===== config.mk =====
export PLATFORM = sky130hd
export DESIGN_NAME = cssp_clock_ctrl
export DESIGN_NICKNAME = d
export VERILOG_FILES = /design/src/shared/cssp_pkg.sv /design/src/logic/cssp_clock_ctrl.sv
export SDC_FILE = /design/constraint.sdc
export NUM_CORES = 1
export LEC_CHECK = 0
export ABC_CLOCK_PERIOD_IN_PS = 8500
export BUFFER_PORTS_ARGS = -buffer_cell sky130_fd_sc_hd__buf_2
export CORE_AREA = 2 2 95 97
export DETAILED_ROUTE_END_ITERATION = 8
export DIE_AREA = 0 0 97 99
export PLACE_DENSITY = 0.92
export SYNTH_ARGS = -nofsm -noshare
export SYNTH_HDL_FRONTEND = slang
export SYNTH_SLANG_ARGS = --single-unit

===== constraint.sdc =====
create_clock -name core_clk -period 8.5 [get_ports core_clk]
set_clock_uncertainty 0.05 [all_clocks]
set_input_delay 0.85 -clock core_clk [delete_from_list [all_inputs] [get_ports core_clk]]
set_output_delay 0.85 -clock core_clk [all_outputs]
set_load 0.03 [all_outputs]

===== src/shared/cssp_pkg.sv =====
// How it works
// RULE_01: reset copies factory trim byte into the RC trim register.
// RULE_02: 128kHz low-power oscillator selectable as system clock via fuses or field.
// RULE_03: 128kHz start-up: 6 cycles wake, 14 extra on reset, plus 4ms/64ms.
// RULE_04: crystal mode follows upper three select bits: 100,101,110,111 ranges.
// RULE_05: crystal: select bit 0 plus start-up code pick 258/1K/16K and extension.
// RULE_06: external clock: 6 cycles wake, 14 extra on reset, plus 4ms/64ms.
// RULE_07: PLL multiplies a nominal 8MHz reference from RC, crystal or external clock.
// RULE_08: PLL runs only while the PLL enable bit is set.
// RULE_09: lock flag sets once the PLL has locked.
// RULE_10: PLL multiplication factor starts at 6 when fuses select the PLL.
// RULE_11: software sets the PLL frequency factor itself.
// RULE_12: RC oscillator and PLL stop in power-down and standby.
// RULE_13: PLL as system clock: codes 0100, 0101, 0001 give their tabulated delays.
// RULE_14: clock drives the output pin only when clock-out fuse or bit is set.
// RULE_15: clock-out pin quiet during reset and overrides its general I/O use.
// RULE_16: clock-out pin carries the prescaled system clock.
// RULE_17: reset latches fuses into the clock-select register, which then stands in.
// RULE_18: reset extension counts 512 or 8192 watchdog oscillator cycles.
// RULE_19: cycle counts use the selected source; execution waits for all delays.
package cssp_pkg;
  // register byte offsets
  localparam logic [7:0] OFS_CLKSEL = 8'h00;
  localparam logic [7:0] OFS_PLLCS = 8'h04;
  localparam logic [7:0] OFS_TRIM = 8'h08;
  localparam logic [7:0] OFS_IRQST = 8'h0C;
  localparam logic [7:0] OFS_IRQMSK = 8'h10;
  localparam logic [7:0] OFS_STATUS = 8'h14;
  // field positions
  localparam int POS_PLLEN = 0;
  localparam int POS_PLL_LOCK_FLAG = 1;
  localparam int POS_FACT = 4;
  localparam int IRQ_START = 0;
  localparam int IRQ_LOCK = 1;
  // reset values
  localparam logic [3:0] FACT_PLL = 4'h6;
  localparam logic [3:0] FACT_OTHER = 4'h0;
  localparam logic [1:0] IRQMSK_RST = 2'h0;
  // start-up counts in cycles
  localparam logic [14:0] CK_6 = 15'h0006;
  localparam logic [14:0] CK_258 = 15'h0102;
  localparam logic [14:0] CK_1K = 15'h0400;
  localparam logic [14:0] CK_16K = 15'h4000;
  localparam logic [14:0] CK_RST = 15'h000E;
  localparam logic [14:0] WD_4MS = 15'h0200;
  localparam logic [14:0] WD_64MS = 15'h2000;
  // pll lock time
  localparam int CLK_HZ = 40_000_000;
  localparam int LOCK_US = 100;
  localparam logic [11:0] LOCK_CYC = 12'((LOCK_US * (CLK_HZ / 1_000_000)));
  // source tick indices
  localparam logic [1:0] SRC_RC = 2'h0;
  localparam logic [1:0] SRC_WD = 2'h1;
  localparam logic [1:0] SRC_XT = 2'h2;
  localparam logic [1:0] SRC_EX = 2'h3;
  // reset extension kinds
  localparam logic [1:0] EXT_NONE = 2'h0;
  localparam logic [1:0] EXT_4MS = 2'h1;
  localparam logic [1:0] EXT_64MS = 2'h2;

  typedef struct packed {
    logic clock_out_bit;
    logic [1:0] startup_code_field;
    logic [3:0] clock_select_field;
  } cssp_clock_select_field_t;

  typedef struct packed {
    logic [1:0] src;
    logic [1:0] ext;
    logic [14:0] wake;
  } cssp_sut_t;

  typedef enum logic [4:0] {
    ST_LOAD = 5'h01,
    ST_SRC = 5'h02,
    ST_WD = 5'h04,
    ST_RUN = 5'h08,
    ST_SLEEP = 5'h10
  } cssp_st_t;

  typedef struct packed {
    cssp_st_t st;
    logic inReset;
    logic [14:0] cnt;
    cssp_clock_select_field_t cfg;
    logic [7:0] trim;
    logic pllEn;
    logic [3:0] fact;
    logic pllRun;
    logic [11:0] lockCnt;
    logic lock;
    logic [1:0] irqSt;
    logic [1:0] irqMsk;
    logic irq;
    logic cpuRun;
    logic rcOn;
    logic clkOut;
    logic clkOutOeN;
    logic pready;
    logic pslverr;
    logic [31:0] prdata;
  } cssp_state_t;

  localparam cssp_state_t CSSP_RST = '{st: ST_LOAD, inReset: 1'b1, clkOutOeN: 1'b1, default: '0};
endpackage : cssp_pkg

===== src/logic/cssp_clock_ctrl.sv =====
module cssp_clock_ctrl (
  // clock and reset
  input wire logic core_clk,
  input wire logic rst,
  // apb slave
  input wire logic psel,
  input wire logic penable,
  input wire logic pwrite,
  input wire logic [7:0] paddr,
  input wire logic [31:0] pwdata,
  output logic pready,
  output logic [31:0] prdata,
  output logic pslverr,
  // fuses and signature row
  input wire cssp_pkg::cssp_clock_select_field_t fuseCfg,
  input wire logic [7:0] factoryTrim,
  // source cycle ticks, one per source cycle
  input wire logic [3:0] srcTick,
  input wire logic sysTick,
  // sleep control
  input wire logic sleepReq,
  input wire logic wakeReq,
  // oscillator and pll control
  output logic [7:0] rcTrim,
  output logic rcOn,
  output logic pllRun,
  output logic [3:0] pllFactor,
  output logic cpuRun,
  // clock output pin
  output logic clkOut,
  output logic clkOutOeN,
  // interrupt
  output logic irq
);

  cssp_pkg::cssp_state_t q;
  cssp_pkg::cssp_state_t d;

  function automatic cssp_pkg::cssp_sut_t sutLook(input cssp_pkg::cssp_clock_select_field_t c);
    cssp_pkg::cssp_sut_t s;
    s.src = cssp_pkg::SRC_RC;
    s.wake = cssp_pkg::CK_6;
    // RULE_03 startup_code_field extension table
    unique case (c.startup_code_field)
      2'h0: s.ext = cssp_pkg::EXT_NONE;
      2'h1: s.ext = cssp_pkg::EXT_4MS;
      default: s.ext = cssp_pkg::EXT_64MS;
    endcase
    if (c.clock_select_field[3]) begin
      // RULE_04 crystal modes 100..111
      s.src = cssp_pkg::SRC_XT;
      // RULE_05 crystal delay table
      unique case ({c.clock_select_field[0], c.startup_code_field})
        3'h0: begin
          s.wake = cssp_pkg::CK_258;
          s.ext = cssp_pkg::EXT_4MS;
        end
        3'h1: begin
          s.wake = cssp_pkg::CK_258;
          s.ext = cssp_pkg::EXT_64MS;
        end
        3'h2: begin
          s.wake = cssp_pkg::CK_1K;
          s.ext = cssp_pkg::EXT_NONE;
        end
        3'h3: begin
          s.wake = cssp_pkg::CK_1K;
          s.ext = cssp_pkg::EXT_4MS;
        end
        3'h4: begin
          s.wake = cssp_pkg::CK_1K;
          s.ext = cssp_pkg::EXT_64MS;
        end
        3'h5: begin
          s.wake = cssp_pkg::CK_16K;
          s.ext = cssp_pkg::EXT_NONE;
        end
        3'h6: begin
          s.wake = cssp_pkg::CK_16K;
          s.ext = cssp_pkg::EXT_4MS;
        end
        default: begin
          s.wake = cssp_pkg::CK_16K;
          s.ext = cssp_pkg::EXT_64MS;
        end
      endcase
    end else begin
      unique case (c.clock_select_field)
        // RULE_06 external clock
        4'h0: s.src = cssp_pkg::SRC_EX;
        // RULE_02 128k source
        4'h3: s.src = cssp_pkg::SRC_WD;
        // RULE_13 pll on crystal
        4'h4: begin
          s.src = cssp_pkg::SRC_XT;
          s.wake = (c.startup_code_field == 2'h3) ? cssp_pkg::CK_16K : cssp_pkg::CK_1K;
          if (c.startup_code_field == 2'h3) begin
            s.ext = cssp_pkg::EXT_NONE;
          end
        end
        // RULE_13 pll on external clock
        4'h5: begin
          s.src = cssp_pkg::SRC_EX;
          s.wake = cssp_pkg::CK_16K;
          if (c.startup_code_field == 2'h2) begin
            s.ext = cssp_pkg::EXT_4MS;
          end
        end
        // RULE_13 pll on rc
        4'h1: s.wake = cssp_pkg::CK_1K;
        default: s.wake = cssp_pkg::CK_6;
      endcase
    end
    return s;
  endfunction : sutLook

  function automatic logic isPllSel(input logic [3:0] c);
    return (c == 4'h1) || (c == 4'h4) || (c == 4'h5);
  endfunction : isPllSel

  always_comb begin
    cssp_pkg::cssp_sut_t sut;
    logic tick;
    logic [14:0] target;
    logic [14:0] extCyc;
    logic [31:0] rd;
    logic hit;
    logic done;
    logic sleeping;
    logic [1:0] ev;
    d = q;
    sut = sutLook(q.cfg);
    // RULE_19 count on the selected source
    tick = srcTick[sut.src];
    target = q.inReset ? 15'(sut.wake + cssp_pkg::CK_RST) : sut.wake;
    // RULE_18 watchdog-timed extension
    extCyc = (sut.ext == cssp_pkg::EXT_64MS) ? cssp_pkg::WD_64MS : cssp_pkg::WD_4MS;
    ev = 2'h0;
    done = psel && penable && q.pready;
    rd = 32'h0000_0000;
    hit = 1'b1;
    unique case (paddr)
      cssp_pkg::OFS_CLKSEL: rd[6:0] = q.cfg;
      cssp_pkg::OFS_PLLCS: begin
        rd[cssp_pkg::POS_PLLEN] = q.pllEn;
        rd[cssp_pkg::POS_PLL_LOCK_FLAG] = q.lock;
        rd[cssp_pkg::POS_FACT +: 4] = q.fact;
      end
      cssp_pkg::OFS_TRIM: rd[7:0] = q.trim;
      cssp_pkg::OFS_IRQST: rd[1:0] = q.irqSt;
      cssp_pkg::OFS_IRQMSK: rd[1:0] = q.irqMsk;
      cssp_pkg::OFS_STATUS: rd[7:0] = {q.st, q.inReset, q.rcOn, q.cpuRun};
      default: hit = 1'b0;
    endcase
    // one wait state, then answer held until the sampling edge
    d.pready = psel && penable && !q.pready;
    if (d.pready) begin
      d.prdata = rd;
      d.pslverr = !hit;
    end
    if (done && pwrite && hit) begin
      unique case (paddr)
        // RULE_17 register stands in for fuses
        cssp_pkg::OFS_CLKSEL: d.cfg = pwdata[6:0];
        // RULE_11 software-set factor
        cssp_pkg::OFS_PLLCS: begin
          d.pllEn = pwdata[cssp_pkg::POS_PLLEN];
          d.fact = pwdata[cssp_pkg::POS_FACT +: 4];
        end
        cssp_pkg::OFS_TRIM: d.trim = pwdata[7:0];
        cssp_pkg::OFS_IRQMSK: d.irqMsk = pwdata[1:0];
        default: d.cfg = q.cfg;
      endcase
    end
    if (done && !pwrite && paddr == cssp_pkg::OFS_IRQST) begin
      d.irqSt = 2'h0;
    end
    unique case (q.st)
      cssp_pkg::ST_LOAD: begin
        // RULE_17 latch fuses after reset
        d.cfg = fuseCfg;
        // RULE_01 load factory trim
        d.trim = factoryTrim;
        // RULE_10 default factor for pll
        d.fact = isPllSel(fuseCfg.clock_select_field) ? cssp_pkg::FACT_PLL : cssp_pkg::FACT_OTHER;
        d.cnt = 15'h0000;
        d.st = cssp_pkg::ST_SRC;
      end
      cssp_pkg::ST_SRC: begin
        // RULE_19 hold execution for source count
        if (tick) begin
          if (15'(q.cnt + 15'h0001) >= target) begin
            d.cnt = 15'h0000;
            if (q.inReset && sut.ext != cssp_pkg::EXT_NONE) begin
              d.st = cssp_pkg::ST_WD;
            end else begin
              d.st = cssp_pkg::ST_RUN;
            end
          end else begin
            d.cnt = 15'(q.cnt + 15'h0001);
          end
        end
      end
      cssp_pkg::ST_WD: begin
        // RULE_18 512 or 8192 watchdog cycles
        if (srcTick[cssp_pkg::SRC_WD]) begin
          if (15'(q.cnt + 15'h0001) >= extCyc) begin
            d.cnt = 15'h0000;
            d.st = cssp_pkg::ST_RUN;
          end else begin
            d.cnt = 15'(q.cnt + 15'h0001);
          end
        end
      end
      cssp_pkg::ST_RUN: begin
        if (sleepReq) begin
          d.st = cssp_pkg::ST_SLEEP;
        end
      end
      cssp_pkg::ST_SLEEP: begin
        if (wakeReq) begin
          d.cnt = 15'h0000;
          d.st = cssp_pkg::ST_SRC;
        end
      end
      default: d.st = cssp_pkg::ST_LOAD;
    endcase
    if (d.st == cssp_pkg::ST_RUN && q.st != cssp_pkg::ST_RUN) begin
      d.inReset = 1'b0;
      ev[cssp_pkg::IRQ_START] = 1'b1;
    end
    d.cpuRun = (d.st == cssp_pkg::ST_RUN);
    sleeping = (d.st == cssp_pkg::ST_SLEEP);
    // RULE_12 rc off in deep sleep or with select codes 3, 4, 5, C, D
    d.rcOn = !sleeping && !(d.cfg.clock_select_field inside {4'h3, 4'h4, 4'h5, 4'hC, 4'hD});
    // RULE_08 pll gated by enable bit
    // RULE_12 pll off in deep sleep
    d.pllRun = d.pllEn && !sleeping;
    // RULE_07 lock timer counts core_clk cycles, whatever the reference
    // RULE_09 lock flag after lock time
    if (q.pllRun) begin
      if (q.lockCnt == 12'(cssp_pkg::LOCK_CYC - 12'h001)) begin
        d.lock = 1'b1;
        ev[cssp_pkg::IRQ_LOCK] = !q.lock;
      end else begin
        d.lockCnt = 12'(q.lockCnt + 12'h001);
      end
    end else begin
      d.lockCnt = 12'h000;
      d.lock = 1'b0;
    end
    // set wins over read-clear
    d.irqSt = d.irqSt | ev;
    d.irq = |(d.irqSt & d.irqMsk);
    // RULE_14 pin driven only when enabled
    // RULE_15 quiet during reset, overrides gpio
    d.clkOutOeN = !(d.cfg.clock_out_bit && !d.inReset);
    // RULE_16 follows the prescaled clock tick
    if (d.clkOutOeN) begin
      d.clkOut = 1'b0;
    end else if (sysTick) begin
      d.clkOut = !q.clkOut;
    end
  end

  always_ff @(posedge core_clk) begin
    if (rst) begin
      q <= cssp_pkg::CSSP_RST;
    end else begin
      q <= d;
    end
  end

  assign pready = q.pready;
  assign prdata = q.prdata;
  assign pslverr = q.pslverr;
  assign rcTrim = q.trim;
  assign rcOn = q.rcOn;
  assign pllRun = q.pllRun;
  assign pllFactor = q.fact;
  assign cpuRun = q.cpuRun;
  assign clkOut = q.clkOut;
  assign clkOutOeN = q.clkOutOeN;
  assign irq = q.irq;

endmodule : cssp_clock_ctrl


==> impl.org, run 1 <==
** Finish
- Leaving out fill and tap cells, the most frequent cells in the layout are nor2_1 (75), dfxtp_1 (74), buf_2 (70), nand2_1 (43), a21oi_1 (31).
- The library cell used most frequently in the layout, excluding fill and tap cells, is nor2_1.
- Final std cells w/o fill :: 735
- The post-route netlist has 17.1% of its cells at a drive strength greater than 1.
- In the final design database the tool counted 707 nets.
- The area growth from synthesis to layout is 6.10%.
- Number of antenna diodes :: 0

** Clock network
- After clock tree synthesis, the clock-pin slew on the worst setup and hold paths is 0.09 ns.
- Counting every sink on the clock net gives 74.
- CTS tree :: built
- Maximum number of buffers from clock root to sink :: 2
- Buffers inserted during post-CTS setup optimization :: 0
- Worst-skew pair later-pin latency :: 0.38 ns
- For this design, the CTS-stage hold fixing added 0 buffers.
- Clock Root Buffer :: clkbuf_8
- Num CTS Buffers :: 9
- The H-tree was split into 3 levels.
- Cells resized by post-CTS repair :: 0

** Worst setup path
- Critical Path End Type :: register
- Worst Path Class, Setup :: register to register
- Worst EP arrival :: 4.17 ns
- Of all nets on the critical path, the largest fanout is 6.
- Startpoint class of the critical path :: register
- Data on the critical path is required at its endpoint by 8.73 ns.

** Yosys
- XOR/XNOR share of the synthesized area :: 4.52%
- Synthesis produced a netlist whose cell count is 595.
- Number of storage elements in the synthesis netlist :: 74
- Synth Cell Area :: 4840 sq um
- Of the total synthesized cell area, the portion taken by full adders, half adders and majority gates is 4.65%.
- Primary FF master, synth :: dfxtp_1
- Compound-gate portion of the synthesized area :: 17.6%
- Portion of netlist area occupied by mux cells :: 6.95%
- Of all flip-flops after synthesis, the portion carrying an async set or reset was 0%.
- Dominant combinational cell family by area after synthesis :: simple AND/OR/NAND/NOR gates
- After Yosys synthesis, and, or, nand and nor cells account for 24.0% of the synthesized area.
- Counting flops with a built-in enable in the synthesized netlist gives 0.
- During synthesis, Yosys emitted a total of 0 warnings.
- In this run the mean area of a mapped cell was 8.13 sq um.
- Count of distinct cell types in the synthesized netlist :: 78
- Sequential-to-total area share from yosys stat :: 30.6%

** STA
- The hold violation count in the final report came to 0.
- Setup repair after global routing left no endpoint under its margin.
- Highest achievable clock rate :: 254 MHz
- Summed over all failing endpoints, the final setup total negative slack is 0 ns.
- Dividing the final minimum period by the clock period gives 46.3%.
- Slew Viols, Final :: 0
- Worst relative slew slack :: 35.4%
- Number of failing setup endpoints in the final timing report :: 0
- For the finished layout, the period the worst path requires is 3.94 ns.
- Measured slew at the worst slew-check pin :: 0.966 ns

** GRT
- The first global-routing pass estimated 19500 um of wire.
- The total overflow left after global routing is 0.
- Total global routing track utilization :: 24.8%
- Maximum number of pins on one net before global-route repair :: 41
- The via count of the first global-routing pass is 4125.
- Number of antenna violations at the first check in global routing :: 0

** Floorplan
- Overall die area :: 9600 sq um
- The region available for standard cell placement spans 8550 sq um.
- Total number of placement rows :: 34
- Chip width :: 97 um
- Die Ht :: 99 um
- I/O pin count :: 119
- Initial standard-cell utilization of the core :: 56.6%

** Pwr
- IR analysis of the VDD net gives a maximum drop of 0.000102 V.
- Power Total :: 1.01 mW
- Total power divided by cell area :: 197 nW/um^2
- Summed over all cells, the static leakage comes to 2.14 nW.

** Detailed routing
- Starting DRC count in detailed routing :: 361
- Summing over every cut layer, the via total after detailed routing is 4364.
- The routed design has 11800 um of wire.
- For this run, design rule violations remaining after detail routing come to 0.
- In the routed layout, each cell is associated on average with a via count of 5.94.
- Routed length per placed instance :: 16.1 um
- Residual antenna-violating net count after detailed routing :: 0
- Before antenna repair, the detailed router went through 6 iterations.

** Placement
- Port Buffer Count :: 70
- DP Cell Count :: 719
- Routability-driven placement finished with a final weighted congestion of 0.981.
- Half-perimeter wire length after placement :: 8830 um

** Flow run
- Max-cap violation count :: 0

** Worst hold path
- In this run the worst hold path is classified as register to register.

** Outcome
- The flow ran to the end, and the final reports show no timing, DRC or antenna violations.
-- synth_stat cells, drive strengths merged, types with 4 or more instances --
cell,number,share of area [%]
nor2b,7,0.90
clkbuf,20,1.6
a31oi,8,1.0
mux2i,28,5.8
and2,7,0.90
nand3,18,2.0
or3,5,0.65
nor2,77,6.2
buf,57,8.4
a222oi,6,1.2
and3,6,0.78
ha,18,4.7
nand2b,7,0.90
xor2,12,2.2
nand4,8,1.5
a211oi,17,2.7
inv,19,1.5
nand3b,6,0.93
dfxtp,74,31
o21a,4,0.62
o31ai,4,0.62
nand2,44,3.6
nor3,18,2.0
a21oi,31,3.2
xnor2,13,2.4
o21ai,22,2.4
-- through the flow --
stage               setup slack [ns]  util, %  hold slack [ns]  area, sq um
floorplan                       5.33        -            0.390         4930
global placement                4.74     57.6            0.407         4930
detailed placement              4.64     57.6            0.415         4930
CTS                             4.63     60.1            0.427         5130
global route                    4.23     60.1            0.465         5130
finish                          4.56     60.1            0.428         5130
-- logic make-up (layout without fill, tap and decap cells) --
group | after synthesis | in the layout
xor+xnor | 25 | 25
fa+ha+maj | 18 | 18
compound gates | 125 | 125
buf+inv | 97 | 106
flops | 74 | 74
other cells | 1 | 24
simple gates | 223 | 223
mux | 32 | 32
-- worst paths after layout --
check             cells past startpoint  slack, ns   from  endpoint
hold reg to reg                       2       0.43  q[42]     q[42]
hold / removal                        2       0.43  q[42]     q[42]
setup / recovery                     17       4.56  q[74]    clkOut
setup reg to reg                     17       4.56  q[74]    clkOut
-- cell type report --
type,instances,area [sq um]
fillers,733,3420
multi-input cells,447,2890
flip-flops and latches,74,1480
repair buffers,70,350
well taps,108,135
clock buffers,9,124
clock inverters,7,82.6
inverters,20,75.1
-- routing by layer --
layer	part of all wire [%]	global-route usage, %	routed length (um)
met1	41	30.0	4820
met2	48	41.8	5700
met3	8.0	5.67	950
met4	3.1	12.0	366
met5	0	0	0
-- sequential cells by signal (all words and copies together), names as in the netlist --
name,flops
rcOn,1
pllFactor,4
clkOut,1
q,46
pllRun,1
clkOutOeN,1
prdata,8
rcTrim,8
pready,1
irq,1
cpuRun,1
pslverr,1
-- power by group --
group | total (mW) | switching, mW | internal [mW] | leakage, nW
Clock | 0.299 | 0.159 | 0.141 | 0.0988
Sequential | 0.412 | 0.0398 | 0.372 | 0.602
Combinational | 0.298 | 0.193 | 0.106 | 1.44
-- critical path, cell delays in order (launching register included) --
cell	delay [ns]
dfxtp_1	0.50
inv_1	0.11
ha_1	0.28
nor2_1	0.21
o21ai_0	0.11
o21a_1	0.16
inv_1	0.06
ha_1	0.13
inv_1	0.05
ha_1	0.30
and3_1	0.19
a31o_2	0.24
a211oi_1	0.26
o32a_1	0.25
nand2_1	0.08
a22oi_1	0.53
nand2_1	0.18
and3_1	0.17
No activity file was read; power rests on OpenSTA's default activity.
==> run 2, diff against run 1 <==
==> config.mk (replaced) <==
export PLATFORM = sky130hd
export DESIGN_NAME = cssp_clock_ctrl
export DESIGN_NICKNAME = d
export VERILOG_FILES = /design/src/shared/cssp_pkg.sv /design/src/logic/cssp_clock_ctrl.sv
export SDC_FILE = /design/constraint.sdc
export NUM_CORES = 1
export LEC_CHECK = 0
export ABC_CLOCK_PERIOD_IN_PS = 3500
export BUFFER_PORTS_ARGS = -buffer_cell sky130_fd_sc_hd__buf_2
export CORE_AREA = 2 2 103 105
export DETAILED_ROUTE_END_ITERATION = 8
export DIE_AREA = 0 0 105 107
export PLACE_DENSITY = 0.84
export SYNTH_ARGS = -nofsm -noshare
export SYNTH_HDL_FRONTEND = slang
export SYNTH_SLANG_ARGS = --single-unit
==> constraint.sdc (replaced) <==
create_clock -name core_clk -period 3.5 [get_ports core_clk]
set_clock_uncertainty 0.05 [all_clocks]
set_input_delay 0.35 -clock core_clk [delete_from_list [all_inputs] [get_ports core_clk]]
set_output_delay 0.35 -clock core_clk [all_outputs]
set_load 0.03 [all_outputs]
==> impl.org, run 2 (synthesis results as in run 1) <==
** Outcome
- Outcome: finished clean (unchanged).

** Finish
- The layout filler cell count is 942 (was 733).
- The register ranked first by flip-flop count is q (unchanged).
- The final cell count without fillers is 785 (was 735).
- The footprint of the multi-input gates was 2910 sq um (was 2890 sq um).
- The area added between synthesis and finish was 10.3% (was 6.10%).
- Top library cells by usage in the layout, fill and taps aside :: nor2_1 (75), dfxtp_1 (74), buf_2 (70), nand2_1 (43), a21oi_1 (31) (unchanged)
- Sequential Area :: 1480 sq um (unchanged)
- The fraction of layout cells with a size suffix above 1 is 20.5% (was 17.1%).
- Largest register FFs :: 46 (unchanged)
- The number of diodes is 0 (unchanged).
- The number of nets in the layout was 729 (was 707).
- Most common library cell in the layout ignoring fill and taps :: nor2_1 (unchanged)

** Floorplan
- The width of the die is 105 um (was 97 um).
- Overall die area :: 11200 sq um (was 9600 sq um)
- The area of the core region came to 10100 sq um (was 8550 sq um).
- Initial standard-cell utilization of the core :: 48.0% (was 56.6%)
- The row count is 37 (was 34).
- Die Ht :: 107 um (was 99 um)
- The number of placed I/O pins came to 119 (unchanged).

** Detailed routing
- Mean number of vias per cell :: 5.79 (was 5.94)
- The residual DRC count came to 0 (unchanged).
- Drt pass-1 iters :: 6 (unchanged)
- Routed length per placed instance :: 16.1 um (about the same)
- Vias after detailed routing :: 4544 (was 4364)
- Routed wire length :: 12700 um (was 11800 um)
- Starting DRC count in detailed routing :: 325 (was 361)
- The post-detailed-route count of antenna-violating nets came to 0 (unchanged).

** Pwr
- The highest ir drop seen on vdd came to 0.000220 V (was 0.000102 V).
- The total power came to 2.44 mW (was 1.01 mW).
- Total leakage power :: 2.25 nW (was 2.14 nW)
- Total power divided by cell area :: 458 nW/um^2 (was 197 nW/um^2)

** STA
- RSZ-0062 raised after global routing :: yes (was no)
- Number of failing setup endpoints in the final timing report :: 0 (unchanged)
- The final clock period utilization by the worst path was 96.9% (was 46.3%).
- Final TNS setup :: 0 ns (unchanged)
- The worst slew slack as a fraction of its limit came to 50.8% (was 35.4%).
- The actual transition at the worst max-transition pin came to 0.732 ns (was 0.966 ns).
- The final worst hold slack came to 0.218 ns (was 0.428 ns).
- The shortest clock period the worst path allows after layout was 3.39 ns (was 3.94 ns).
- The number of pins with negative max-slew slack in the final report is 0 (unchanged).
- Final hold viol count :: 0 (unchanged)
- Highest achievable clock rate :: 295 MHz (was 254 MHz)

** GRT
- Wire length of the first global-routing pass :: 20200 um (was 19500 um)
- The pin count of the biggest net entering global routing is 40 (was 41).
- The total global-route track usage was 22.2% (was 24.8%).
- The via count of the first global-routing pass came to 4294 (was 4125).
- Number of antenna violations at the first check in global routing :: 0 (unchanged)
- Global-route congestion overflow total :: 0 (unchanged)

** Placement
- Port Buffer Count :: 70 (unchanged)
- Half-perimeter wire length after placement :: 9410 um (was 8830 um)
- Final RePlAce weighted congestion :: 0.970 (was 0.981)
- DP Cell Count :: 767 (was 719)

** Worst setup path
- Top cell by count, worst path :: o21a_1
- Critical Path End Type :: register (unchanged)
- The startpoint kind of the worst setup timing path was a register (unchanged).
- The arrival time of data at the critical path endpoint was 3.60 ns (was 4.17 ns).
- Stage delay of the slowest cell on the critical path :: 0.61 ns (was 0.53 ns)
- Crit-path slowest cell :: or4b_1 (was a22oi_1)
- The data required time of the critical path was 3.71 ns (was 8.73 ns).
- Worst Path Class, Setup :: register to register (unchanged)
- The worst-case register-to-register setup slack came to 0.11 ns (was 4.56 ns).
- The count of buffer and inverter cells on the critical path was 1 (was 3).
- Cell chain of the critical path: nand4_4, or4b_1, xnor2_1, ha_1, o21a_1, nand2_1, o32a_1, nand3_2, o21a_1, buf_4, nor2_1, a32o_1 (was inv_1, ha_1, nor2_1, o21ai_0, o21a_1, inv_1, ha_1, inv_1, ha_1, and3_1, a31o_2, a211oi_1, o32a_1, nand2_1, a22oi_1, nand2_1, and3_1).
- The family with the most delay on the worst path is simple AND/OR/NAND/NOR gates (was compound AO/OA/AOI/OAI gates).
- Largest fanout on the critical path :: 9 (was 6)

** Clock network
- Worst-skew pair later-pin latency :: 0.36 ns (was 0.38 ns)
- Count of clock tree sinks :: 74 (unchanged)
- The number of levels in the clock H-tree came to 3 (unchanged).
- Maximum number of buffers from clock root to sink :: 2 (unchanged)
- The number of CTS-inserted buffers came to 9 (unchanged).
- The clock tree from TritonCTS is built (unchanged).
- Register clock-pin slew on the reported worst setup and hold paths :: 0.09 ns (about the same)
- The cell at the root of the clock tree is clkbuf_8 (unchanged).

** Flow run
- The number of maximum-capacitance violations came to 0 (unchanged).

** Worst hold path
- Class of the worst hold path :: input port to register (was register to register)
[run 2: power by group]
part	leakage (nW)	switching (mW)	internal, mW
clock	0.0925	0.374	0.270
sequential	0.602	0.0707	0.903
combinational	1.55	0.525	0.303
total	2.25	0.969	1.48
[run 2: repair_timing]
action,4_1_cts,5_1_grt
resized for setup,0,5
endpoints found under the setup margin,0,16
hold endpoints to repair,0,0
hold buffers,0,0
buffers inserted,0,2
[run 2: final timing paths]
| path | to | cells after the start | from |
|---|---|---|---|
| max | q[90] | 12 | q[83] |
| min | rcTrim[6] | 3 | factoryTrim[6] |
| min reg2reg | pslverr | 2 | pslverr |
| max reg2reg | q[90] | 12 | q[83] |
[run 2: tightest hold or removal path: stages]
cell and delay [ns]:
buf_2 0.10, nor2_1 0.09, a211oi_1 0.05
[run 2: stage by stage]
| step | util (%) | cell area, sq um | setup slack, ns |
|---|---|---|---|
| after CTS | 52.5 | 5300 | 0.0981 |
| after floorplan | - | 4930 | 0.325 |
| after detailed placement | 50.7 | 5110 | 0.213 |
| final | 52.9 | 5340 | 0.110 |
| after global placement | 50.7 | 5110 | 0.248 |
| after global routing | 52.9 | 5340 | -0.0654 |
[run 2: cell type report]
class	count	share of cell area, %
tap	136	3.19
multi-input combinational	447	54.5
clock buffer	9	2.32
inverter	20	1.41
clock inverter	7	1.10
sequential	74	27.8
timing repair buffer	92	9.73
[run 2: layer usage]
metal	share of wire [%]	up-vias	track usage (%)
met2	49	226	38.7
met4	3.4	0	10.1
met5	0	-	0
li1	-	2144	-
met3	8.3	40	4.68
met1	39	2134	26.1
